`src/design/asf_pkg.sv`:
```
package asf_pkg;

    // ============================================================
    // Instruction field positions (bit 0 is the MSB, word bit 15)
    localparam int ROT_SEL_HI     = 7;
    localparam int ROT_SEL_LO     = 6;
    localparam int CARRY_BASE_HI  = 5;
    localparam int CARRY_BASE_LO  = 4;
    localparam int STORE_INH_BIT  = 3;
    localparam int BRANCH_HI      = 2;
    localparam int BRANCH_LO      = 0;
    localparam int OPCODE_HI      = 10;
    localparam int OPCODE_LO      = 8;

    // ============================================================
    // Field encodings
    typedef enum logic [1:0]
    {
        ASF_ROT_NONE  = 2'h0,
        ASF_ROT_LEFT  = 2'h1,
        ASF_ROT_RIGHT = 2'h2,
        ASF_ROT_SWAP  = 2'h3
    } asf_rot_t;

    typedef enum logic [1:0]
    {
        ASF_CB_KEEP = 2'h0,
        ASF_CB_ZERO = 2'h1,
        ASF_CB_ONE  = 2'h2,
        ASF_CB_INV  = 2'h3
    } asf_cbase_t;

    typedef enum logic [2:0]
    {
        ASF_BO_NEVER       = 3'h0,
        ASF_BO_ALWAYS      = 3'h1,
        ASF_BO_CARRY_CLEAR = 3'h2,
        ASF_BO_CARRY_SET   = 3'h3,
        ASF_BO_RES_ZERO    = 3'h4,
        ASF_BO_RES_NONZERO = 3'h5,
        ASF_BO_EITHER_ZERO = 3'h6,
        ASF_BO_BOTH_NZ     = 3'h7
    } asf_skip_t;

    typedef enum logic [2:0]
    {
        ASF_OP_INVERT   = 3'h0,
        ASF_OP_NEGATE   = 3'h1,
        ASF_OP_PASS     = 3'h2,
        ASF_OP_INC      = 3'h3,
        ASF_OP_ADDCOMP  = 3'h4,
        ASF_OP_SUB      = 3'h5,
        ASF_OP_ADD      = 3'h6,
        ASF_OP_AND      = 3'h7
    } asf_op_t;

    // ============================================================
    // Reset values and program counter increments
    localparam logic [15:0] ACC_RESET   = 16'h0000;
    localparam logic        CARRY_RESET = 1'h0;
    localparam logic [14:0] PC_RESET    = 15'h0000;
    localparam logic [14:0] PC_STEP     = 15'h0001;
    localparam logic [14:0] PC_SKIP     = 15'h0002;

    typedef struct packed
    {
        logic [15:0] acc;
        logic        carry;
        logic [14:0] pc;
        logic        wr_en;
        logic        skip;
    } asf_state_t;

endpackage : asf_pkg

```
`src/design/asf_unit.sv`:
```
`timescale 1ns/1ps
`default_nettype none

// Operation
// RULE_01: Code 00 passes result and carry unchanged
// RULE_02: Code 01 rotates 17 bits left
// RULE_03: Code 10 rotates 17 bits right
// RULE_04: Code 11 swaps bytes, carry unchanged
// RULE_05: Carry base 00 current, 01 zero
// RULE_06: Carry base 10 one, 11 inverted
// RULE_07: Logical ops pass base carry unmodified
// RULE_08: Arithmetic ops invert base on carry-out
// RULE_09: Store inhibit clear writes accumulator and carry
// RULE_10: Skip field selects test on shifter output
// RULE_11: Code 000 never, 001 always skip
// RULE_12: Codes 010/011 test new carry
// RULE_13: Codes 100/101 test result zero
// RULE_14: Codes 110/111 combine carry and result
// RULE_15: Carry and result form 17-bit operand
// RULE_16: Skip evaluated even when store inhibited
// RULE_17: Taken skip advances program counter by two
module asf_unit
    import asf_pkg::*;
(
    input  wire logic        clk,
    input  wire logic        rstn,
    input  wire logic        instr_valid,
    input  wire logic [15:0] instr_word,
    input  wire logic [15:0] alu_result,
    input  wire logic        alu_carry_out,
    output logic      [15:0] destination_accumulator,
    output logic             carry_flag,
    output logic      [14:0] program_counter,
    output logic             acc_write,
    output logic             skip_taken
);

    asf_state_t st_reg;
    asf_state_t st_next;

    asf_rot_t    rotate_select_field;
    asf_cbase_t  carry_base_field;
    logic        result_store_inhibit;
    asf_skip_t   branch_over_field;
    asf_op_t     opcode;
    logic        base_carry;
    logic        alu_derived_carry;
    logic [16:0] operand;
    logic [15:0] shifted_result;
    logic        shifted_carry_out;
    logic        res_zero;
    logic        branch_over_hit;
    logic [15:0] rot_left_word;
    logic [15:0] rot_right_word;

    assign rotate_select_field  = asf_rot_t'(instr_word[ROT_SEL_HI:ROT_SEL_LO]);
    assign carry_base_field     = asf_cbase_t'(instr_word[CARRY_BASE_HI:CARRY_BASE_LO]);
    assign result_store_inhibit = instr_word[STORE_INH_BIT];
    assign branch_over_field    = asf_skip_t'(instr_word[BRANCH_HI:BRANCH_LO]);
    assign opcode               = asf_op_t'(instr_word[OPCODE_HI:OPCODE_LO]);

    // ============================================================
    // Carry selection
    always_comb
    begin
        case (carry_base_field)
            ASF_CB_KEEP:
            begin
                base_carry = st_reg.carry;     // [RULE_05]
            end
            ASF_CB_ZERO:
            begin
                base_carry = 1'b0;             // [RULE_05]
            end
            ASF_CB_ONE:
            begin
                base_carry = 1'b1;             // [RULE_06]
            end
            default:
            begin
                base_carry = ~st_reg.carry;    // [RULE_06]
            end
        endcase
        // Carry-out flips the base only for arithmetic classes
        case (opcode)
            ASF_OP_INVERT, ASF_OP_PASS, ASF_OP_AND:
            begin
                alu_derived_carry = base_carry;                   // [RULE_07]
            end
            default:
            begin
                alu_derived_carry = base_carry ^ alu_carry_out;   // [RULE_08]
            end
        endcase
    end

    // ============================================================
    // Shifter; vector bit 15 is the instruction-set MSB (bit 0)
    assign operand = {alu_derived_carry, alu_result};   // [RULE_15]

    // ============================================================
    // Per-bit rotate taps; the carry closes the 17-bit ring
    genvar gi;
    generate
        for (gi = 0; gi < 16; gi = gi + 1)
        begin : g_rot_bit
            if (gi == 0)
            begin : g_lsb
                assign rot_left_word[gi]  = operand[16];         // [RULE_02]
                assign rot_right_word[gi] = operand[gi + 1];
            end
            else if (gi == 15)
            begin : g_msb
                assign rot_left_word[gi]  = operand[gi - 1];
                assign rot_right_word[gi] = operand[16];         // [RULE_03]
            end
            else
            begin : g_mid
                assign rot_left_word[gi]  = operand[gi - 1];
                assign rot_right_word[gi] = operand[gi + 1];
            end
        end
    endgenerate

    always_comb
    begin
        case (rotate_select_field)
            ASF_ROT_NONE:
            begin
                shifted_result    = operand[15:0];                 // [RULE_01]
                shifted_carry_out = operand[16];
            end
            ASF_ROT_LEFT:
            begin
                shifted_result    = rot_left_word;                 // [RULE_02]
                shifted_carry_out = operand[15];
            end
            ASF_ROT_RIGHT:
            begin
                shifted_result    = rot_right_word;                // [RULE_03]
                shifted_carry_out = operand[0];
            end
            default:
            begin
                shifted_result    = {operand[7:0], operand[15:8]}; // [RULE_04]
                shifted_carry_out = operand[16];
            end
        endcase
    end

    // ============================================================
    // Skip test, independent of store inhibit
    assign res_zero = (shifted_result == 16'h0000);

    always_comb
    begin
        case (branch_over_field)                                           // [RULE_10] [RULE_16]
            ASF_BO_NEVER:
            begin
                branch_over_hit = 1'b0;                                  // [RULE_11]
            end
            ASF_BO_ALWAYS:
            begin
                branch_over_hit = 1'b1;                                  // [RULE_11]
            end
            ASF_BO_CARRY_CLEAR:
            begin
                branch_over_hit = ~shifted_carry_out;                    // [RULE_12]
            end
            ASF_BO_CARRY_SET:
            begin
                branch_over_hit = shifted_carry_out;                     // [RULE_12]
            end
            ASF_BO_RES_ZERO:
            begin
                branch_over_hit = res_zero;                              // [RULE_13]
            end
            ASF_BO_RES_NONZERO:
            begin
                branch_over_hit = ~res_zero;                             // [RULE_13]
            end
            ASF_BO_EITHER_ZERO:
            begin
                branch_over_hit = ~shifted_carry_out | res_zero;         // [RULE_14]
            end
            default:
            begin
                branch_over_hit = shifted_carry_out & ~res_zero;         // [RULE_14]
            end
        endcase
    end

    // ============================================================
    // State update
    always_comb
    begin
        st_next       = st_reg;
        st_next.wr_en = 1'b0;
        st_next.skip  = 1'b0;
        if (instr_valid)
        begin
            if (!result_store_inhibit)
            begin
                st_next.acc   = shifted_result;      // [RULE_09]
                st_next.carry = shifted_carry_out;   // [RULE_09]
                st_next.wr_en = 1'b1;
            end
            st_next.skip = branch_over_hit;
            st_next.pc   = st_reg.pc + (branch_over_hit ? PC_SKIP : PC_STEP);  // [RULE_17]
        end
    end

    always_ff @(posedge clk or negedge rstn)
    begin
        if (!rstn)
        begin
            st_reg <= '{acc: ACC_RESET, carry: CARRY_RESET, pc: PC_RESET,
                        wr_en: 1'b0, skip: 1'b0};
        end
        else
        begin
            st_reg <= st_next;
        end
    end

    assign destination_accumulator = st_reg.acc;
    assign carry_flag              = st_reg.carry;
    assign program_counter         = st_reg.pc;
    assign acc_write               = st_reg.wr_en;
    assign skip_taken              = st_reg.skip;

endmodule : asf_unit

`default_nettype wire

```
`config.mk`:
```
export PLATFORM = sky130hd
export DESIGN_NAME = asf_unit
export DESIGN_NICKNAME = d
export VERILOG_FILES = /design/src/design/asf_pkg.sv /design/src/design/asf_unit.sv
export SDC_FILE = /design/constraint.sdc
export NUM_CORES = 1
export LEC_CHECK = 0
export BUFFER_PORTS_ARGS = -buffer_cell sky130_fd_sc_hd__buf_2
export CAP_MARGIN = 20
export CORE_AREA = 2 2 57 72
export CTS_CLUSTER_DIAMETER = 30
export CTS_CLUSTER_SIZE = 40
export DETAILED_ROUTE_END_ITERATION = 12
export DIE_AREA = 0 0 59 74
export GPL_ROUTABILITY_DRIVEN = 0
export PLACE_DENSITY = 0.86
export REMOVE_ABC_BUFFERS = 1
export SLEW_MARGIN = 5
export SYNTH_ARGS = -nofsm -noshare
export SYNTH_HDL_FRONTEND = slang
export SYNTH_SLANG_ARGS = --single-unit
```
`constraint.sdc`:
```
create_clock -name clk -period 5.58 [get_ports clk]
set_input_delay 1.116 -clock clk [delete_from_list [all_inputs] [get_ports clk]]
set_output_delay 1.116 -clock clk [all_outputs]
set_load 0.005 [all_outputs]
```
==> results_dict.tcl <==
set metrics [dict create \
    status "complete, no violations" \
    slew_headroom 0.512 \
    finClkSkew_ns 0.00677 \
    drt-total-wl_mm 4.17 \
    area_delta_synth_final_pct 20.9 \
    grt_overflow 0 \
    final_core_util 0.621 \
    ys_ff_latch 34 \
    post_cts_buffers 0 \
    slew_violations 0 \
    whs_endpoint "destination_accumulator[9]" \
    holdBufCountCts 0 \
    grt_max_degree 35 \
    row_count 25 \
    rsz0062_at_grt "no" \
    grt_pass1_vias 1567 \
    cp-start-kind "input pin" \
    cts_made_buffers 5 \
    netlist_instances 193 \
    dieArea_um2 4370 \
    synth_area_leaders "dfrtp_1 (45%), nand2_1 (5.5%), a222oi_1 (5.3%)" \
    vias 1765 \
    clkTransAtPathRegs_ns 0.06 \
    fin_area_um2 2290 \
    start_util 0.514 \
    synth_top_area_frac 0.449 \
    min_from "destination_accumulator[9]" \
    post_drt_wl_per_cell_um 14.2 \
    synth_top_area_cell "dfrtp_1" \
    p_per_area_nw_per_um2 310 \
    finalSetupViolCount 0 \
    max-cap-violations 0 \
    fin_crit_ns 4.38 \
    drt-initial-drc-count 140 \
    drc 0 \
    synthFlopType "dfrtp_1" \
    setup_tns_ns 0 \
    yosysWarnings 0 \
    postRouteAntennaNets 0 \
    netlist_area_um2 1900 \
    drive_gt1_frac 0.324 \
    min_period_over_period 0.785 \
    min_path_type "flop to flop" \
    io_buffers 64 \
    synth_common_cells "dfrtp_1 (34), nand2_1 (28), o21ai_0 (18)" \
    dp_hpwl_mm 3.10 \
    critPathKind "input pin to flop" \
    yosysMostFrequentCell "dfrtp_1" \
    power.leakage_nw 1.12 \
    finalHoldViolCount 0 \
    cts_buffer_depth 2 \
    tightestPinTransition_ns 0.733 \
    yosysUniqueCellTypes 36 \
    fp.dieW_um 59 \
    grt_pass1_wl_mm 6.78 \
    dpl_cell_area_um2 2210 \
    syn_avg_cell_area_um2 9.82 \
    cp.arrival_ns 4.54 \
    r2r-end "program_counter[12]" \
    r2r_slack_ns 2.44 \
    insertion_delay_ns 0.28 \
    cts_sinks 34 \
    die_h_um 74 \
    synth_edf_count 0 \
    dr.pass1.iters 7 \
    reg2reg_from "carry_flag" \
    timing.fmax_mhz 228 \
    cts_tree "done" \
    core-area_um2 3690 \
    nNetsFinal 296 \
    cp_max_fo 22 \
    antenna_found_initial 0 \
    n_antenna_cell 0 \
    ys_async_sr_fraction 1.00 \
    cts_root_buf "clkbuf_8" \
    boundaryPins 70 \
    viasPerCell 6.02 \
    ctsHtreeMaxLevel 2 \
    grt_usage 0.202 \
    hold_depth 2 \
    rr_worst_depth 13 \
    post_cts_resized 0 \
    endpoint_kind "flop" \
    irDropWorstVdd_mv 0.141 \
    yosysSeqAreaShare 0.449 \
    critPathRequiredTime_ns 5.75 \
]
## placed cells by master, fill, tap and decap left out, types with 3 or more instances in the layout
master / n
o21ai_0: 18
nand3_1: 5
a22oi_1: 5
ha_1: 6
xnor2_1: 11
nor2b_1: 4
inv_1: 4
a21oi_1: 11
buf_2: 64
nand2_1: 28
dfrtp_1: 34
a222oi_1: 10
clkbuf_8: 5
nor2_1: 5
nand4_1: 6
mux2_2: 8
xor2_1: 3
## state kept, by name (all words and copies together) (netlist names)
name	cells
skip_taken	1
destination_accumulator	16
acc_write	1
program_counter	15
carry_flag	1
## final cells by class
class | count | area (um^2)
flip-flops and latches | 34 | 851
well taps | 40 | 50.0
repair buffers | 64 | 320
clock inverters | 2 | 10.0
multi-input cells | 143 | 972
fillers | 333 | 1400
inverters | 5 | 18.8
clock buffers | 5 | 68.8
## power by group
part | total (mW) | leakage (nW) | internal [mW] | switching [mW]
Combinational | 0.206 | 0.641 | 0.102 | 0.105
Sequential | 0.336 | 0.433 | 0.294 | 0.0423
Clock | 0.167 | 0.0438 | 0.0836 | 0.0832
## critical path, stage by stage
cell and delay (ns):
buf_2 0.12, ha_1 0.32, inv_1 0.45, a21oi_1 0.19, nor4_1 0.37, nand4_1 0.16, nor3_2 0.17, a221o_2 0.19
and2_1 0.12, ha_1 0.18, fa_1 0.22, nand3_1 0.13, nor3_1 0.47, nand4_1 0.18, xnor2_1 0.15
## logic make-up after synthesis
family,count (synthesis),share of synthesized area
compound gates,58,0.211
buf+inv,16,0.0383
xor+xnor,14,0.0647
flops,34,0.449
fa+ha+maj,7,0.0502
simple gates,56,0.140
mux,8,0.0475
## per-stage QoR
step | hold WS (ns) | setup WS [ns] | std cells | power [mW]
detailed placement | 0.464 | 1.01 | 286 | 0.546
global route | 0.509 | 0.943 | 293 | 0.763
finish | 0.474 | 1.20 | 293 | 0.709
floorplan | 0.468 | 1.72 | 182 | 0.451
CTS | 0.473 | 1.22 | 293 | 0.716
global placement | 0.456 | 1.08 | 286 | 0.536
## metal layers
metal  track usage  share of wire  vias up
met1         0.252           0.42      822
met3        0.0557          0.073        8
met2         0.330           0.49       98
met5             0              0        -
met4        0.0859          0.017        0
li1              -              -      837
## worst max path at each step
stage,cells past startpoint,startpoint,slack [ns],end
after CTS,15,instr_word[6],1.22,program_counter[12]
after global placement,15,instr_word[6],1.08,program_counter[12]
final,15,instr_word[6],1.20,program_counter[12]
after global routing,16,instr_word[7],0.94,program_counter[14]
after detailed placement,15,instr_word[6],1.01,program_counter[12]
after floorplan,15,instr_word[7],1.72,program_counter[12]
Power figures use the tool's default switching activity.
